--- config.mk ---
export PLATFORM = sky130hd
export DESIGN_NAME = ocs_top
export DESIGN_NICKNAME = d
export VERILOG_FILES = /design/src/hdl/ocs_pkg.sv /design/src/hdl/ocs_sync.sv /design/src/hdl/ocs_top.sv
export SDC_FILE = /design/constraint.sdc
export NUM_CORES = 1
export LEC_CHECK = 0
export BUFFER_PORTS_ARGS = -buffer_cell sky130_fd_sc_hd__buf_4
export CAP_MARGIN = 15
export CORE_ASPECT_RATIO = 1.5
export CORE_MARGIN = 4
export CORE_UTILIZATION = 47
export DETAILED_ROUTE_END_ITERATION = 10
export PLACE_DENSITY_LB_ADDON = 0.25
export SLEW_MARGIN = 25
export SYNTH_ARGS = -nofsm -noshare
export SYNTH_HDL_FRONTEND = slang
export SYNTH_SLANG_ARGS = --single-unit
--- constraint.sdc ---
create_clock -name clk -period 2.35 [get_ports clk]
set_input_delay 0.3525 -clock clk [delete_from_list [all_inputs] [get_ports clk]]
set_output_delay 0.3525 -clock clk [all_outputs]
set_load 0.05 [all_outputs]
--- src/hdl/ocs_pkg.sv ---
// Package of constants and types for the oscillator control and status block
package ocs_pkg;
  // Register byte offsets on the Wishbone bus
  localparam logic [3:0] OCS_OFF_CONTROL   = 4'h0;
  localparam logic [3:0] OCS_OFF_STATUS    = 4'h4;
  localparam logic [3:0] OCS_OFF_IRQ_STAT  = 4'h8;
  localparam logic [3:0] OCS_OFF_IRQ_MASK  = 4'hc;

  // Control register field positions
  localparam int OCS_CTL_FREQ_LSB = 3;
  localparam int OCS_CTL_FREQ_MSB = 6;
  localparam int OCS_CTL_SEL_LSB  = 0;
  localparam int OCS_CTL_SEL_MSB  = 1;

  // Status register bit positions
  localparam int OCS_ST_SEC_RDY   = 7;
  localparam int OCS_ST_STARTUP   = 5;
  localparam int OCS_ST_HF_RDY    = 4;
  localparam int OCS_ST_LF_RDY    = 1;
  localparam int OCS_ST_HF_STABLE = 0;

  // Interrupt status and mask bit position
  localparam int OCS_IRQ_FAIL = 0;

  // Values after reset
  localparam logic [3:0] OCS_FREQ_RESET = 4'h7;
  localparam logic [1:0] OCS_SEL_RESET  = 2'h0;

  // Start-up count in external oscillations for crystal modes
  localparam logic [10:0] OCS_STARTUP_COUNT = 11'h400;

  // Idle cycles with every source off while the clock mux changes over
  localparam int OCS_SWITCH_GAP_NS = 20;
  localparam int OCS_CLK_PERIOD_NS = 10;
  localparam logic [1:0] OCS_SWITCH_GAP_CYC =
    2'((OCS_SWITCH_GAP_NS + OCS_CLK_PERIOD_NS - 1) / OCS_CLK_PERIOD_NS);

  // Oscillator mode configuration codes
  localparam logic [2:0] OCS_MODE_LP     = 3'h0;
  localparam logic [2:0] OCS_MODE_XT     = 3'h1;
  localparam logic [2:0] OCS_MODE_HS     = 3'h2;
  localparam logic [2:0] OCS_MODE_INTERNAL_OSC_OUT = 3'h4;

  // Source that feeds the internal oscillator output, before its divider
  typedef enum logic [1:0] {
    OCS_SRC_HF  = 2'h0,
    OCS_SRC_MF  = 2'h1,
    OCS_SRC_LF  = 2'h2
  } ocs_osc_src_t;

  // One-hot source enables of the system clock mux
  localparam logic [2:0] OCS_CLK_NONE = 3'h0;
  localparam logic [2:0] OCS_CLK_EXT  = 3'h1;
  localparam logic [2:0] OCS_CLK_SEC  = 3'h2;
  localparam logic [2:0] OCS_CLK_INT  = 3'h4;

  typedef enum logic [1:0] {
    OCS_SW_RUN = 2'b01,
    OCS_SW_GAP = 2'b10
  } ocs_sw_state_t;
endpackage

--- src/hdl/ocs_sync.sv ---
// Two-flop synchroniser for a vector of unrelated level inputs
`timescale 1ns/1ps
module ocs_sync #(
  parameter int W = 1
) (
  input  wire logic         clk,
  input  wire logic         rst,
  input  wire logic [W-1:0] async_in,
  output logic      [W-1:0] sync_out
);
  logic [W-1:0] meta_q;
  logic [W-1:0] sync_q;

  always_ff @(posedge clk) begin
    if (rst) begin
      meta_q <= '0;
      sync_q <= '0;
    end else begin
      meta_q <= async_in;
      sync_q <= meta_q;
    end
  end

  assign sync_out = sync_q;
endmodule

--- src/hdl/ocs_top.sv ---
// Oscillator control and status registers, start-up timer and clock select
//
// Function
// [RL1] Decode frequency select into source and rate, 16 MHz down to 31 kHz.
// [RL2] Codes 1010, 1001, 1000 come from the high-frequency internal source.
// [RL3] Reset loads frequency select with 0111 and clock select with 00.
// [RL4] Clock select 1x internal, 01 secondary, 00 configured oscillator mode.
// [RL5] Control bits 7 and 2 read zero and ignore writes.
// [RL6] With secondary enable set, status bit 7 shows secondary ready.
// [RL7] With secondary enable clear, status bit 7 reads one.
// [RL8] Status bit 5 is one when running from the configured clock.
// [RL9] Status bit 4 shows high-frequency internal oscillator ready.
// [RL10] Status bit 1 shows low-frequency internal oscillator ready.
// [RL11] Status bit 0 shows the 16 MHz oscillator stable and driving output.
// [RL12] External clock failure forces internal clock, sets fail flag, irq.
// [RL13] The fail-safe internal clock follows the frequency select field.
// [RL14] Crystal modes count 1024 oscillations before external use.
// [RL15] Software waits for secondary ready before selecting secondary.
// [RL16] Clock mux switches with all sources off between old and new.
//
// Decided for this implementation: the Wishbone interface to the registers and the register offsets.
`timescale 1ns/1ps
module ocs_top
  import ocs_pkg::*;
(
  input  wire logic        clk,
  input  wire logic        rst,
  input  wire logic        wb_cyc_i,
  input  wire logic        wb_stb_i,
  input  wire logic        wb_we_i,
  input  wire logic [3:0]  wb_adr_i,
  input  wire logic [3:0]  wb_sel_i,
  input  wire logic [31:0] wb_dat_i,
  output logic      [31:0] wb_dat_o,
  output logic             wb_ack_o,
  input  wire logic [2:0]  cfg_osc_mode,
  input  wire logic        sec_osc_enable,
  input  wire logic        sec_osc_ready_in,
  input  wire logic        hf_osc_ready_in,
  input  wire logic        lf_osc_ready_in,
  input  wire logic        hf_osc_stable_in,
  input  wire logic        ext_osc_clk_in,
  input  wire logic        fail_safe_monitor_fail,
  output logic      [3:0]  int_osc_freq_sel,
  output logic      [1:0]  sys_clk_sel,
  output logic      [1:0]  int_osc_src,
  output logic      [2:0]  int_osc_div_log2,
  output logic      [2:0]  clk_src_en,
  output logic             fail_safe_active,
  output logic             irq
);
  logic [5:0] pin_sync;
  logic       sec_rdy_s;
  logic       hf_rdy_s;
  logic       lf_rdy_s;
  logic       hf_stable_s;
  logic       ext_clk_s;
  logic       fail_s;

  // Every pin input is asynchronous to clk
  ocs_sync #(.W(6)) u_sync (
    .clk      (clk),
    .rst      (rst),
    .async_in ({fail_safe_monitor_fail, ext_osc_clk_in, hf_osc_stable_in,
                lf_osc_ready_in, hf_osc_ready_in, sec_osc_ready_in}),
    .sync_out (pin_sync)
  );

  assign sec_rdy_s   = pin_sync[0];
  assign hf_rdy_s    = pin_sync[1];
  assign lf_rdy_s    = pin_sync[2];
  assign hf_stable_s = pin_sync[3];
  assign ext_clk_s   = pin_sync[4];
  assign fail_s      = pin_sync[5];

  // Bus access: ack follows a request by one cycle, writes land on ack
  logic        ack_q;
  logic        ack_d;
  logic [31:0] rdata_q;
  logic [31:0] rdata_d;
  logic        wr_en;
  logic        lane0;

  assign wr_en = wb_cyc_i & wb_stb_i & wb_we_i & ack_q;
  assign lane0 = wb_sel_i[0];

  // Control and interrupt registers
  logic [3:0] freq_q;
  logic [3:0] freq_d;
  logic [1:0] sel_q;
  logic [1:0] sel_d;
  logic       fail_flag_q;
  logic       fail_flag_d;
  logic       fail_en_q;
  logic       fail_en_d;
  logic       sel_changed;

  // Start-up timer and fail-safe state
  logic        ext_clk_prev_q;
  logic        ext_clk_prev_d;
  logic [10:0] ost_cnt_q;
  logic [10:0] ost_cnt_d;
  logic        ost_done_q;
  logic        ost_done_d;
  logic        fsafe_q;
  logic        fsafe_d;
  logic        crystal_mode;
  logic        mode_internal;
  logic        on_external;
  logic        fail_event;

  assign crystal_mode  = (cfg_osc_mode == OCS_MODE_LP) |
                         (cfg_osc_mode == OCS_MODE_XT) |
                         (cfg_osc_mode == OCS_MODE_HS);
  assign mode_internal = (cfg_osc_mode == OCS_MODE_INTERNAL_OSC_OUT);
  // Running from the configured clock only after start-up and without fault
  assign on_external   = (sel_q == 2'h0) & ~mode_internal & ost_done_q &
                         ~fsafe_q; // [RL8]
  // The monitor is only trusted once the start-up timer has expired
  assign fail_event    = fail_s & on_external; // [RL12]

  always_comb begin
    freq_d      = freq_q;
    sel_d       = sel_q;
    fail_en_d   = fail_en_q;
    fail_flag_d = fail_flag_q;
    sel_changed = 1'b0;
    if (wr_en && lane0) begin
      if (wb_adr_i == OCS_OFF_CONTROL) begin
        // Bits 7 and 2 have no storage
        freq_d      = wb_dat_i[OCS_CTL_FREQ_MSB:OCS_CTL_FREQ_LSB]; // [RL5]
        sel_d       = wb_dat_i[OCS_CTL_SEL_MSB:OCS_CTL_SEL_LSB]; // [RL5]
        sel_changed = (sel_d != sel_q);
      end else if (wb_adr_i == OCS_OFF_IRQ_STAT) begin
        if (wb_dat_i[OCS_IRQ_FAIL]) begin
          fail_flag_d = 1'b0;
        end
      end else if (wb_adr_i == OCS_OFF_IRQ_MASK) begin
        fail_en_d = wb_dat_i[OCS_IRQ_FAIL];
      end
    end
    // A failure in the clearing cycle keeps the flag set
    if (fail_event) begin
      fail_flag_d = 1'b1; // [RL12]
    end
  end

  always_comb begin
    ext_clk_prev_d = ext_clk_s;
    ost_cnt_d      = ost_cnt_q;
    ost_done_d     = ost_done_q;
    fsafe_d        = fsafe_q;
    if (sel_changed) begin
      // New selection restarts start-up and clears the fail-safe state
      ost_cnt_d  = 11'h000;
      ost_done_d = 1'b0;
      fsafe_d    = 1'b0;
    end else begin
      if (!crystal_mode) begin
        ost_done_d = 1'b1;
      end else if (!ost_done_q && ext_clk_s && !ext_clk_prev_q) begin
        ost_cnt_d = ost_cnt_q + 11'h001;
        if (ost_cnt_d == OCS_STARTUP_COUNT) begin
          ost_done_d = 1'b1; // [RL14]
        end
      end
      if (fail_event) begin
        fsafe_d = 1'b1; // [RL12]
      end
    end
  end

  always_ff @(posedge clk) begin
    if (rst) begin
      freq_q         <= OCS_FREQ_RESET; // [RL3]
      sel_q          <= OCS_SEL_RESET; // [RL3]
      fail_flag_q    <= 1'b0;
      fail_en_q      <= 1'b0;
      ext_clk_prev_q <= 1'b0;
      ost_cnt_q      <= 11'h000;
      ost_done_q     <= 1'b0;
      fsafe_q        <= 1'b0;
    end else begin
      freq_q         <= freq_d;
      sel_q          <= sel_d;
      fail_flag_q    <= fail_flag_d;
      fail_en_q      <= fail_en_d;
      ext_clk_prev_q <= ext_clk_prev_d;
      ost_cnt_q      <= ost_cnt_d;
      ost_done_q     <= ost_done_d;
      fsafe_q        <= fsafe_d;
    end
  end

  // Status register image
  logic [7:0] status;
  always_comb begin
    status                   = 8'h00;
    // The timer clock counts as ready while its oscillator is off
    status[OCS_ST_SEC_RDY]   = sec_osc_enable ? sec_rdy_s : 1'b1; // [RL6] [RL7]
    status[OCS_ST_STARTUP]   = on_external; // [RL8]
    status[OCS_ST_HF_RDY]    = hf_rdy_s; // [RL9]
    status[OCS_ST_LF_RDY]    = lf_rdy_s; // [RL10]
    status[OCS_ST_HF_STABLE] = hf_stable_s; // [RL11]
  end

  always_comb begin
    ack_d   = wb_cyc_i & wb_stb_i & ~ack_q;
    rdata_d = 32'h0000_0000;
    if (wb_adr_i == OCS_OFF_CONTROL) begin
      rdata_d[OCS_CTL_FREQ_MSB:OCS_CTL_FREQ_LSB] = freq_q; // [RL5]
      rdata_d[OCS_CTL_SEL_MSB:OCS_CTL_SEL_LSB]   = sel_q;
    end else if (wb_adr_i == OCS_OFF_STATUS) begin
      rdata_d[7:0] = status;
    end else if (wb_adr_i == OCS_OFF_IRQ_STAT) begin
      rdata_d[OCS_IRQ_FAIL] = fail_flag_q;
    end else if (wb_adr_i == OCS_OFF_IRQ_MASK) begin
      rdata_d[OCS_IRQ_FAIL] = fail_en_q;
    end
  end

  always_ff @(posedge clk) begin
    if (rst) begin
      ack_q   <= 1'b0;
      rdata_q <= 32'h0000_0000;
    end else begin
      ack_q   <= ack_d;
      rdata_q <= rdata_d;
    end
  end

  // Frequency decode: source and power-of-two divide of that source
  always_comb begin
    int_osc_src      = OCS_SRC_LF;
    int_osc_div_log2 = 3'h0;
    if (freq_q[3]) begin
      // Upper half runs from the high-frequency source, 16 MHz down
      int_osc_src      = OCS_SRC_HF; // [RL2]
      int_osc_div_log2 = 3'h7 - freq_q[2:0]; // [RL1] [RL2]
    end else if (freq_q[2]) begin
      // 0111 to 0100: 500 kHz mid source divided down to 62.5 kHz
      int_osc_src      = OCS_SRC_MF; // [RL1]
      int_osc_div_log2 = {1'b0, 2'h3 - freq_q[1:0]}; // [RL1]
    end else if (freq_q[1]) begin
      int_osc_src      = OCS_SRC_MF; // [RL1]
      int_osc_div_log2 = 3'h4; // [RL1]
    end
  end

  // Clock source request
  logic [2:0] want_src;
  always_comb begin
    if (fsafe_q || sel_q[1]) begin
      // Fail-safe uses the internal rate that software already chose
      want_src = OCS_CLK_INT; // [RL4] [RL13]
    end else if (sel_q == 2'h1) begin
      // Readiness of the secondary source is the caller's concern
      want_src = OCS_CLK_SEC; // [RL4] [RL15]
    end else if (on_external) begin
      want_src = OCS_CLK_EXT; // [RL4]
    end else begin
      // Two-speed start: internal until the start-up timer expires
      want_src = OCS_CLK_INT; // [RL4] [RL14]
    end
  end

  // Break-before-make switch of the clock mux enables
  ocs_sw_state_t sw_q;
  ocs_sw_state_t sw_d;
  logic [2:0]    en_q;
  logic [2:0]    en_d;
  logic [1:0]    gap_q;
  logic [1:0]    gap_d;

  always_comb begin
    sw_d  = sw_q;
    en_d  = en_q;
    gap_d = gap_q;
    case (sw_q)
      OCS_SW_RUN: begin
        if (want_src != en_q) begin
          en_d  = OCS_CLK_NONE; // [RL16]
          gap_d = OCS_SWITCH_GAP_CYC;
          sw_d  = OCS_SW_GAP;
        end
      end
      OCS_SW_GAP: begin
        if (gap_q > 2'h1) begin
          gap_d = gap_q - 2'h1;
        end else begin
          en_d = want_src; // [RL16]
          sw_d = OCS_SW_RUN;
        end
      end
      default: begin
        en_d = OCS_CLK_NONE;
        sw_d = OCS_SW_GAP;
      end
    endcase
  end

  always_ff @(posedge clk) begin
    if (rst) begin
      sw_q  <= OCS_SW_RUN;
      en_q  <= OCS_CLK_INT;
      gap_q <= 2'h0;
    end else begin
      sw_q  <= sw_d;
      en_q  <= en_d;
      gap_q <= gap_d;
    end
  end

  assign wb_ack_o         = ack_q;
  assign wb_dat_o         = rdata_q;
  assign int_osc_freq_sel = freq_q;
  assign sys_clk_sel      = sel_q;
  assign clk_src_en       = en_q;
  assign fail_safe_active = fsafe_q;
  assign irq              = fail_flag_q & fail_en_q; // [RL12]
endmodule

# --- Word level (Yosys, flattened, before mapping) ---
# Cells that the tools add are included.
word_totals:
  in_bits: 55
  reg_bits: 74
  output_inout_bits: 49
  wordCells: 115
op_classes:
  magnitude_cmp: 1
  n_mux: 34
  reduce_logical: 23
  bitwise_logic: 17
  n_eq_ne: 18
  n_addsub: 4
ops:
  columns: ["operator", "n"]
  rows:
  - ["$mux 3", 8]
  - ["$mux 1", 14]
  - ["$mux 2", 7]
  - ["$add 11x1->11 const B", 1]
  - ["$eq 11x11->1 const B", 1]
  - ["$and 1x1->1", 9]
  - ["$eq 4x4->1 const B", 2]
  - ["$ne 2x2->1 const B", 4]
  - ["$pmux 2 s2", 2]
  - ["$reduce_and 2->1", 4]
  - ["$reduce_and 4->1", 2]
  - ["$reduce_bool 2->1", 4]
  - ["$not 1->1", 6]
  - ["$pmux 3 s2", 1]
  - ["$mux 5", 1]
  - ["$eq 2x1->1 const B", 2]
  - ["$eq 4x3->1 const B", 1]
  - ["$logic_not 4->1", 1]
  - ["$mux 4", 1]
  - ["$ne 2x1->1 const B", 2]
  - ["$reduce_or 2->1", 2]
  - ["$eq 3x1->1 const B", 1]
  - ["$eq 3x2->1 const B", 1]
  - ["$eq 3x3->1 const B", 1]
  - ["other kinds (15)", 19]

# --- Longest topological paths before layout ---
# Gate-level depths: netlist of the first run.
depth:
  ltp_word: 11
  ltp_mapped: 7
  mapped_depth_nobuf: 7

# --- By module ---
# A second synthesis of the first run with hierarchy kept.
hier_totals:
  cells_unflattened: 249
  hier_area_um2: 2317.2
by_module_without_submodules:
  columns: ["mod", "area_each_um2", "instances", "cells_per_inst", "seq_area_each_um2"]
  rows:
  - ["ocs_top", 1950.6, 1, 224, 740.7]
  - ["ocs_sync", 366.6, 1, 25, 240.2]

# --- Least setup slack after synthesis of the first run ---
# No wires, ideal clock.
synth_path:
  kind: "reg2reg"
  from: "register sel_q[0] (netlist: sys_clk_sel[0])"
  to: "register gap_q[1]"
  t_arrival_ns: 2.078
  setup_ns: 0.071
  path_buffers: 0
  stages_incl_launch_ff: 6
  required_time_ns: 2.279
  slack_ns: 0.202
  period_less_slack_ns: 2.148
  cell_sequence: "dfxtp_1 > nor3b_4 > mux2i_2 > o22ai_1 > or3_1 > a21oi_1"
synth_between:
  elab_chain_len: 10
  elab_cells_between_ends: 11
  cone_classes: "3 x eq/ne; 3 x mux; 3 x bitwise; 2 x reduce/logical"
synth_lines:
  columns: ["element", "line", "rtl"]
  rows:
  - ["from (decl)", "ocs_top.sv:90", "logic [1:0] sel_q;"]
  - ["from (signal assigned)", "ocs_top.sv:185", "sel_q <= sel_d;"]
  - ["$logic_not 2->1", "ocs_top.sv:117", "assign on_external = (sel_q == 2'h0) & ~mode_internal & ost_done_q &"]
  - ["$and 1x1->1 (3 in a row)", "ocs_top.sv:117", null]
  - ["$mux 3", "ocs_top.sv:259", "end else if (on_external) begin"]
  - ["$mux 3 (*)", "ocs_top.sv:256", "end else if (sel_q == 2'h1) begin"]
  - ["$mux 3 (*)", "ocs_top.sv:253", "if (fsafe_q || sel_q[1]) begin"]
  - ["$ne 3x3->1 (*)", "ocs_top.sv:281", "if (want_src != en_q) begin"]
  - ["$ne 2x2->1 (no line) (*)", null, null]
  - ["$reduce_and 3->1 (no line) (*)", null, null]
  - ["to (signal assigned)", "ocs_top.sv:310", "gap_q <= gap_d;"]
  - ["to (decl)", "ocs_top.sv:272", "logic [1:0] gap_q;"]
# Every way passes the cells marked *; elsewhere a longest branch is shown, timed or not.
# A chain may end at the register's enable or synchronous reset.

# --- Final worst setup path of the first run ---
# Same ends and word-level chain as after synthesis.

==> out/qor.txt, run 1 <==
Combinational share of power: 0.155
P per Cell Area: 650 nW/um2
CTS clk-pin slew, worst paths: 0.09 ns
Number of synthesized register bits: 49
Hpwl dp: 3610 um
Register Area: 981 um2
Die area: 6310 um2
DRT Pass-1 Iters: 4
Post-synth EDFFs: 0
Worst reg2reg path depth: 5
Final wirelength: 4720 um
Crit path time final: 2.07 ns
Most common cell after layout, fill and taps aside: buf_4
Initial DRC count: 97
Layout cell share with drive strength beyond 1: 0.225
# IOs: 104
Worst path required time: 2.58 ns
CTS Buf Count: 5
DRC Markers: 0
Status: completed
Pleak: 0.00121 uW
Mapped Avg Cell Area: 9.05 um2
R2r setup slk: 0.28 ns
Clk Latency, worst-skew pair: 0.30 ns
Final core utilization: 0.584
Vias in the first global route: 1686
Maximum vdd ir drop: 0.589 mV
Top cells by area, synth: dfxtp_1, buf_4, nor2_1
Layout area overhead: 19.6%
Hold crit path type: in -> reg
Register share of total power: 0.472
Worst r2r dst: gap_q[1]$_SDFFE_PP0P_
Clk_skew: 0.0108 ns
Root Driver: clkbuf_8
Row count: 31
Postcts setup bufs: 0
Pins over their slew limit: 0
RSZ-0062 raised after global routing: no
Clock power share: 0.373
Most frequent cells in the layout: buf_4, dfxtp_1, nor2_1
WL/cell: 12.4 um
H-tree Lvls: 2
Synth async-reset ratio: 0
Core area: 4890 um2
Count of cell types in the netlist: 50
Fin Setup TNS: 0 ns
CP startpoint: sys_clk_sel[0]$_SDFFE_PP0P_
Mapped Area: 2390 um2
Initial core utilization: 0.489
TritonCTS clock tree: yes
Cell count after synthesis: 264
Seq/Total Area, Yosys: 0.411
Number of port buffers: 49
Final nets: 371
Non-filler cells, final: 381
Multi-input gate area: 1240 um2
Fmax: 483 MHz
Post-CTS resize count: 0
Setup crit end kind: flip-flop
Crit path DAT: 2.30 ns
Net Switching: 485 uW
GR Overflow Total: 0
Worst Setup EP: gap_q[1]$_SDFFE_PP0P_
Antenna violations before repair: 0
R2r startpoint: sys_clk_sel[0]$_SDFFE_PP0P_
YS warnings: 0
Cells after DPL: 373
Final Hold Fails: 0
Internal cell power: 1370 uW
Clock Path Buffers: 2
Hold buffer count at CTS: 0
Max Cap Viol: 0
Area leader, netlist: dfxtp_1
Die H: 95.3 um
Gr usage total: 0.160
Crit path kind: reg -> reg
Die X-Extent: 66.2 um
Top-area cell type share of the netlist area: 0.411
Via/cell ratio: 4.84
Inserted Diodes: 0
Setup violations, final: 0
First-pass GRT wire length: 7730 um
Pin count of the biggest net entering global routing: 29
Routability Congestion: 0.768
Synth Flop Type: dfxtp_1
CP Launch Type: flip-flop
Via count: 1844
Switch share: 0.261
ANT nets after route: 0
Worst Path Max Fanout: 6
Clk sinks: 49
Final cycle utilization of the critical path: 0.880
# fillers: 487
[sequential cells by signal, summed over array words and instances, names as in the netlist]
| name | cells |
|---|---|
| u_sync.sync_out | 6 |
| int_osc_freq_sel | 4 |
| ost_cnt_q | 11 |
| gap_q | 2 |
| u_sync.meta_q | 6 |
| ost_done_q | 1 |
| ext_clk_prev_q | 1 |
| sw_q | 2 |
| wb_ack_o | 1 |
| fail_flag_q | 1 |
| clk_src_en | 3 |
| fail_en_q | 1 |
| fail_safe_active | 1 |
| wb_dat_o | 7 |
| sys_clk_sel | 2 |
[cells in the mapped netlist, types with 2 or more instances]
cell / instances
nor4b_1: 2
nor2b_1: 16
xor2_1: 5
or4_1: 2
and3b_1: 2
a211oi_1: 2
nand2_1: 10
clkbuf_1: 3
inv_1: 6
nor2_1: 35
a21oi_1: 8
nand3_1: 5
buf_4: 26
xnor2_1: 11
nand4b_1: 3
buf_2: 3
dfxtp_1: 49
or3_1: 4
nand4_1: 6
mux2i_1: 11
nor4_1: 2
nand2b_1: 3
o22ai_1: 2
o21ai_0: 9
ha_1: 2
nor3_1: 10
and2_1: 4
[metal layers]
| layer | part of all wire | track usage |
|---|---|---|
| met2 | 0.54 | 0.288 |
| met4 | 0.013 | 0.0559 |
| met1 | 0.40 | 0.178 |
| met3 | 0.045 | 0.0413 |
| met5 | 0 | 0 |
[how the worst min path moves through the flow]
stage                           startpoint                       endpoint  cells past startpoint  slack, ns
3_5_place_dp   u_sync.meta_q[2]$_SDFF_PP0_  u_sync.sync_out[2]$_SDFF_PP0_                      1       0.42
2_1_floorplan  u_sync.meta_q[0]$_SDFF_PP0_  u_sync.sync_out[0]$_SDFF_PP0_                      1       0.41
3_3_place_gp   u_sync.meta_q[5]$_SDFF_PP0_  u_sync.sync_out[5]$_SDFF_PP0_                      1       0.42
4_1_cts                        wb_adr_i[1]         wb_dat_o[0]$_SDFF_PP0_                      2       0.21
6_report                       wb_adr_i[1]         wb_dat_o[0]$_SDFF_PP0_                      2       0.21
5_1_grt                        wb_adr_i[1]         wb_dat_o[0]$_SDFF_PP0_                      2       0.20
[logic make-up (layout without fill, tap and decap cells)]
family / count (synthesis) / in the layout / synth area share
mux: 13 / 13 / 0.0613
fa+ha+maj: 2 / 2 / 0.0105
flops: 49 / 49 / 0.411
compound gates: 29 / 29 / 0.0760
simple gates: 114 / 114 / 0.273
other cells: 1 / 25 / 0.00157
buf+inv: 40 / 67 / 0.108
xor+xnor: 16 / 16 / 0.0587
[final cells by class]
| class | count | area share |
|---|---|---|
| Multi-Input combinational cell | 199 | 0.434 |
| Inverter | 6 | 0.00788 |
| Sequential cell | 49 | 0.343 |
| Clock buffer | 5 | 0.0241 |
| Timing Repair Buffer | 53 | 0.139 |
| Tap cell | 66 | 0.0289 |
| Clock inverter | 3 | 0.0228 |
[power by group through the flow]
stage	combinational, uW	sequential [uW]	clock [uW]
3_3_place_gp	284	895	0
3_5_place_dp	286	896	0
4_1_cts	288	877	712
6_report	288	877	693
2_1_floorplan	235	911	0
5_1_grt	310	881	741
[per-stage QoR]
stage	instance area (um2)	total power, uW	hold WS, ns	setup slack [ns]
after floorplan	2480	1150	0.414	0.202
after global placement	2720	1180	0.418	0.299
after CTS	2860	1880	0.207	0.297
final	2860	1860	0.215	0.281
after global routing	2860	1930	0.199	0.157
after detailed placement	2720	1180	0.421	0.350
[worst max-delay path: stages (launching register included)]
cell	delay (ns)
dfxtp_1	0.48
nor3b_4	0.35
mux2i_2	0.49
o22ai_1	0.18
or3_1	0.36
a21oi_1	0.13
Power figures use the tool's default switching activity.
==> run 2, diff against run 1 <==
--- a/config.mk
+++ b/config.mk
@@ -9,7 +9,8 @@
 export CAP_MARGIN = 15
 export CORE_ASPECT_RATIO = 1.5
 export CORE_MARGIN = 4
-export CORE_UTILIZATION = 47
+export CORE_UTILIZATION = 49
+export CTS_BUF_LIST = sky130_fd_sc_hd__clkbuf_4 sky130_fd_sc_hd__clkbuf_8
 export DETAILED_ROUTE_END_ITERATION = 10
 export PLACE_DENSITY_LB_ADDON = 0.25
 export SLEW_MARGIN = 25
==> run 2 against run 1 <==
  * Design area down 1.8%
  * Sequential share of layout area increased by 0.64 points
  * Clock power shrank 28%
  * Global-route usage up 0.12 points
  * Fmax is 0.43% higher
  * Total power fell by 11%
  * First-iteration DRC count is 20% lower
  * Register-to-register slack is essentially flat
  * Clock skew hardly changed
  * Via count increased by 0.11%
  * Non-clock buffer count down 1
  * Sequential cell count is the same
  * Largest cell class unchanged
==> out/qor.txt, run 2 (same netlist as run 1, synthesis figures left out) <==
Final wirelength: 4680 um (-0.83%)
Die H: 93.5 um (-1.9%)
Hpwl dp: 3610 um (+0.11%)
Most common cell after layout, fill and taps aside: buf_4
Row count: 30 (-3.2%)
Crit path time final: 2.06 ns (-0.00893 ns)
Status: completed
Layout cell share with drive strength beyond 1: 0.223 (-0.00247)
Core area: 4620 um2 (-5.5%)
Final nets: 370 (-0.27%)
Via count: 1846 (+0.11%)
Number of port buffers: 49 (unchanged)
Worst path required time: 2.58 ns (about the same)
Register Area: 981 um2 (unchanged)
Die area: 6080 um2 (-3.7%)
Initial DRC count: 78 (-20%)
Biggest register: ost_cnt_q
CTS clk-pin slew, worst paths: 0.09 ns (about the same)
Clock Path Buffers: 2 (unchanged)
Layout area overhead: 17.4%
Fmax: 485 MHz (+0.43%)
Clk_skew: 0.0103 ns (-0.000450 ns)
Final core utilization: 0.607 (+0.0228)
Fin Setup TNS: 0 ns (unchanged)
Postcts setup bufs: 0 (unchanged)
Total power: 1660 uW (-11%)
First-pass GRT wire length: 7670 um (-0.82%)
Most frequent cells in the layout: buf_4, dfxtp_1, nor2_1
Crit path DAT: 2.29 ns (about the same)
ANT nets after route: 0 (unchanged)
# IOs: 104 (unchanged)
Hold crit path type: in -> reg
Setup crit end kind: flip-flop
Setup violations, final: 0 (unchanged)
Max Cap Viol: 0 (unchanged)
RSZ-0062 raised after global routing: no
Worst Path Max Fanout: 6 (unchanged)
Vias in the first global route: 1736 (+3.0%)
Crit-path max cell delay: 0.49 ns (about the same)
Max reg flops: 11 (unchanged)
Via/cell ratio: 4.88 (+0.90%)
Final Hold Fails: 0 (unchanged)
Gr usage total: 0.161 (+0.00124)
CP cell instances: nor3b_4, mux2i_2, o22ai_1, or3_1, a21oi_1
H-tree Lvls: 2 (unchanged)
WL/cell: 12.4 um (about the same)
Non-filler cells, final: 378 (-0.79%)
Initial core utilization: 0.517 (+0.0286)
Pleak: 0.00118 uW (-2.6%)
Highest-delay cell along the critical path: mux2i_2
Inserted Diodes: 0 (unchanged)
Post-CTS resize count: 0 (unchanged)
Antenna violations before repair: 0 (unchanged)
Delay-heaviest family, CP: simple AND/OR/NAND/NOR gates
Pin count of the biggest net entering global routing: 29 (unchanged)
Root Driver: clkbuf_8
CP Launch Type: flip-flop
Maximum vdd ir drop: 0.380 mV (-36%)
# fillers: 432 (-11%)
CTS Buf Count: 5 (unchanged)
P per Cell Area: 592 nW/um2 (-9.0%)
Crit path kind: reg -> reg
DRT Pass-1 Iters: 4 (unchanged)
Final cycle utilization of the critical path: 0.877 (-0.00380)
Multi-input gate area: 1240 um2 (unchanged)
Clk Latency, worst-skew pair: 0.30 ns (about the same)
Hold buffer count at CTS: 0 (unchanged)
Routability Congestion: 0.769 (about the same)
DRC Markers: 0 (unchanged)
Hold_ws: 0.226 ns (+0.0114 ns)
Pins over their slew limit: 0 (unchanged)
GR Overflow Total: 0 (unchanged)
Worst path bufs/invs: 0 (unchanged)
Cells after DPL: 370 (-0.80%)
Die X-Extent: 65.0 um (-1.8%)
Clk sinks: 49 (unchanged)
TritonCTS clock tree: yes
run 2: changes by cell type in the layout (fill, tap and decap cells not counted):
cell	previous run	this run
clkbuf_4	0	1
buf_4	53	52
clkinv_2	1	0
clkinvlp_4	0	2
bufinv_16	2	0
run 2: final cells by class:
cell class	instances	area share
repair buffers	52	0.139
clock buffers	6	0.0272
inverters	6	0.00803
clock inverters	2	0.00535
flip-flops and latches	49	0.350
multi-input cells	199	0.442
well taps	64	0.0286
run 2: metrics by stage:
step / setup slack [ns] / cell area, um2
final: 0.290 / 2800
after CTS: 0.287 / 2800
after global routing: 0.159 / 2800
after global placement: 0.323 / 2710
after floorplan: 0.202 / 2480
after detailed placement: 0.313 / 2710
run 2: worst paths after layout:
path	startpoint	end	slack, ns	cells after the start
max	sys_clk_sel[0]$_SDFFE_PP0P_	gap_q[1]$_SDFFE_PP0P_	0.29	5
min	wb_adr_i[0]	wb_dat_o[0]$_SDFF_PP0_	0.23	2
max reg2reg	sys_clk_sel[0]$_SDFFE_PP0P_	gap_q[1]$_SDFFE_PP0P_	0.29	5
min reg2reg	u_sync.meta_q[0]$_SDFF_PP0_	u_sync.sync_out[0]$_SDFF_PP0_	0.45	1
run 2: worst register-to-register path, delay by kind of cell (launching register included):
family           cells  cell delay (ns)
multiplexers         1             0.49
AND/OR/NAND/NOR      2             0.70
flip-flops           1             0.47
AO/OA/AOI/OAI        2             0.33
run 2: report_power, final:
group	leakage (uW)	internal [uW]	switching (uW)
Combinational	0.000741	91.2	194
Clock	0.0000408	222	275
Sequential	0.000400	858	19.2
run 2: per-layer routing:
| layer | GRT usage | part of all wire | routed length (um) | up-vias |
|---|---|---|---|---|
| met1 | 0.172 | 0.40 | 1870 | 850 |
| met2 | 0.305 | 0.55 | 2550 | 39 |
| met5 | 0 | 0 | 0 | - |
| li1 | - | - | - | 953 |
| met4 | 0.0529 | 0.010 | 48 | 0 |
| met3 | 0.0349 | 0.046 | 213 | 4 |
==> run 3, diff against run 2 <==
--- a/config.mk
+++ b/config.mk
@@ -9,7 +9,7 @@
 export CAP_MARGIN = 15
 export CORE_ASPECT_RATIO = 1.5
 export CORE_MARGIN = 4
-export CORE_UTILIZATION = 49
+export CORE_UTILIZATION = 40
 export CTS_BUF_LIST = sky130_fd_sc_hd__clkbuf_4 sky130_fd_sc_hd__clkbuf_8
 export DETAILED_ROUTE_END_ITERATION = 10
 export PLACE_DENSITY_LB_ADDON = 0.25
==> run 3 against run 2 <==
  * Sequential power about the same
  * Highest routed layer unchanged
  * Clock power grew 22%
  * Die area rose by 20%
  * Clock skew about the same
==> out/qor.txt, run 3 (same netlist as run 1, synthesis figures left out) <==
Initial core utilization: 0.413 (-0.104)
Layout area overhead: 19.1%
Hold buffer count at CTS: 0 (unchanged)
Maximum vdd ir drop: 0.457 mV (+20%)
Most common cell after layout, fill and taps aside: buf_4
Pins over their slew limit: 0 (unchanged)
Die X-Extent: 71.1 um (+9.4%)
TritonCTS clock tree: yes
P per Cell Area: 621 nW/um2 (+5.0%)
Hold crit path type: in -> reg
R2r setup slk: 0.32 ns (+0.03 ns)
Vias in the first global route: 1739 (+0.17%)
Status: completed
Final cycle utilization of the critical path: 0.864 (-0.0128)
Final nets: 371 (+0.27%)
Worst Path Max Fanout: 6 (unchanged)
Row count: 34 (+13%)
Net Switching: 487 uW (-0.35%)
# fillers: 586 (+36%)
Clock Path Buffers: 2 (unchanged)
Clock power share: 0.342 (+0.042)
Antenna violations before repair: 0 (unchanged)
CTS clk-pin slew, worst paths: 0.09 ns (about the same)
Clk Latency, worst-skew pair: 0.30 ns (about the same)
Initial DRC count: 73 (-6.4%)
Hold path depth: 2 (unchanged)
R2r startpoint: sys_clk_sel[0]$_SDFFE_PP0P_
H-tree Lvls: 2 (unchanged)
Worst reg2reg path depth: 5 (unchanged)
Inserted Diodes: 0 (unchanged)
Clk_skew: 0.0106 ns (+0.000321 ns)
Die area: 7300 um2 (+20%)
Number of port buffers: 49 (unchanged)
Via count: 1868 (+1.2%)
Via/cell ratio: 4.83 (-1.2%)
Postcts setup bufs: 0 (unchanged)
Routability Congestion: 0.766 (-0.33%)
Max reg flops: 11 (unchanged)
First-pass GRT wire length: 7880 um (+2.8%)
Crit path DAT: 2.26 ns (-0.03 ns)
Hold Crit Endpoint: wb_dat_o[0]$_SDFF_PP0_
Hold_ws: 0.219 ns (-0.00749 ns)
CP Launch Type: flip-flop
Final Hold Fails: 0 (unchanged)
Worst path required time: 2.58 ns (about the same)
# IOs: 104 (unchanged)
Combinational share of power: 0.162 (-0.010)
CP startpoint: sys_clk_sel[0]$_SDFFE_PP0P_
Gr usage total: 0.135 (-0.0262)
Switch share: 0.275 (-0.0191)
ANT nets after route: 0 (unchanged)
Post-CTS resize count: 0 (unchanged)
Max Cap Viol: 0 (unchanged)
DRC Markers: 0 (unchanged)
Core area: 5790 um2 (+25%)
Hpwl dp: 3710 um (+2.9%)
WL/cell: 12.3 um (-0.51%)
Biggest register: ost_cnt_q
Final wirelength: 4770 um (+1.9%)
Clk sinks: 49 (unchanged)
Pin count of the biggest net entering global routing: 29 (unchanged)
Crit path time final: 2.03 ns (-0.0300 ns)
DRT Pass-1 Iters: 4 (unchanged)
Fin Setup TNS: 0 ns (unchanged)
Pleak: 0.00120 uW (+1.9%)
GR Overflow Total: 0 (unchanged)
Min-Delay Startpoint: wb_adr_i[0]
CTS Buf Count: 5 (unchanged)
Crit path kind: reg -> reg
Worst r2r dst: gap_q[1]$_SDFFE_PP0P_
Setup crit end kind: flip-flop
Layout cell share with drive strength beyond 1: 0.225 (+0.00247)
Root Driver: clkbuf_8
Fmax: 493 MHz (+1.5%)
Internal cell power: 1280 uW (+9.4%)
Die H: 103 um (+9.8%)
Setup violations, final: 0 (unchanged)
Register share of total power: 0.496 (-0.032)
RSZ-0062 raised after global routing: no
Most frequent cells in the layout: buf_4, dfxtp_1, nor2_1
## run 3: through the flow
stage / util / cells / worst slack (ns) / instance area (um2) / power [uW]
floorplan: - / 288 / 0.202 / 2480 / 1150
global placement: 0.472 / 379 / 0.307 / 2730 / 1180
detailed placement: 0.472 / 379 / 0.286 / 2730 / 1180
CTS: 0.492 / 387 / 0.312 / 2850 / 1790
global route: 0.492 / 387 / 0.136 / 2850 / 1850
finish: 0.492 / 387 / 0.320 / 2850 / 1770
## run 3: metal layers
metal,GRT usage,share of wire,up-vias
li1,-,-,961
met1,0.145,0.39,856
met2,0.259,0.55,46
met3,0.0205,0.045,5
met4,0.0564,0.016,0
met5,0,0,-
## run 3: power by group through the flow
stage	combinational, uW	sequential (uW)	clock (uW)
after CTS	287	877	625
after global routing	312	881	660
after detailed placement	286	897	0
final	286	877	605
after floorplan	235	911	0
after global placement	285	895	0
## run 3: layout make-up
class / instances / area, um2 / area share
multi-input combinational: 199 / 1240 / 0.435
clock inverter: 2 / 38.8 / 0.0136
tap: 72 / 90.1 / 0.0317
clock buffer: 6 / 76.3 / 0.0268
inverter: 6 / 22.5 / 0.00792
sequential: 49 / 981 / 0.345
timing repair buffer: 53 / 398 / 0.140
## run 3: critical path, stage by stage (launching register included)
cell	delay, ns
dfxtp_1	0.46
nor3b_4	0.34
mux2i_2	0.48
o22ai_1	0.18
or3_1	0.36
a21oi_1	0.13
## run 3: how the worst max path moves through the flow
| stage | endpoint | slack (ns) | cells after the start |
|---|---|---|---|
| after floorplan | gap_q[1]$_SDFFE_PP0P_ | 0.20 | 5 |
| after global placement | clk_src_en[2]$_SDFFE_PP1P_ | 0.31 | 6 |
| after detailed placement | clk_src_en[2]$_SDFFE_PP1P_ | 0.29 | 6 |
| after CTS | gap_q[1]$_SDFFE_PP0P_ | 0.31 | 5 |
| after global routing | gap_q[1]$_SDFFE_PP0P_ | 0.14 | 5 |
| final | gap_q[1]$_SDFFE_PP0P_ | 0.32 | 5 |
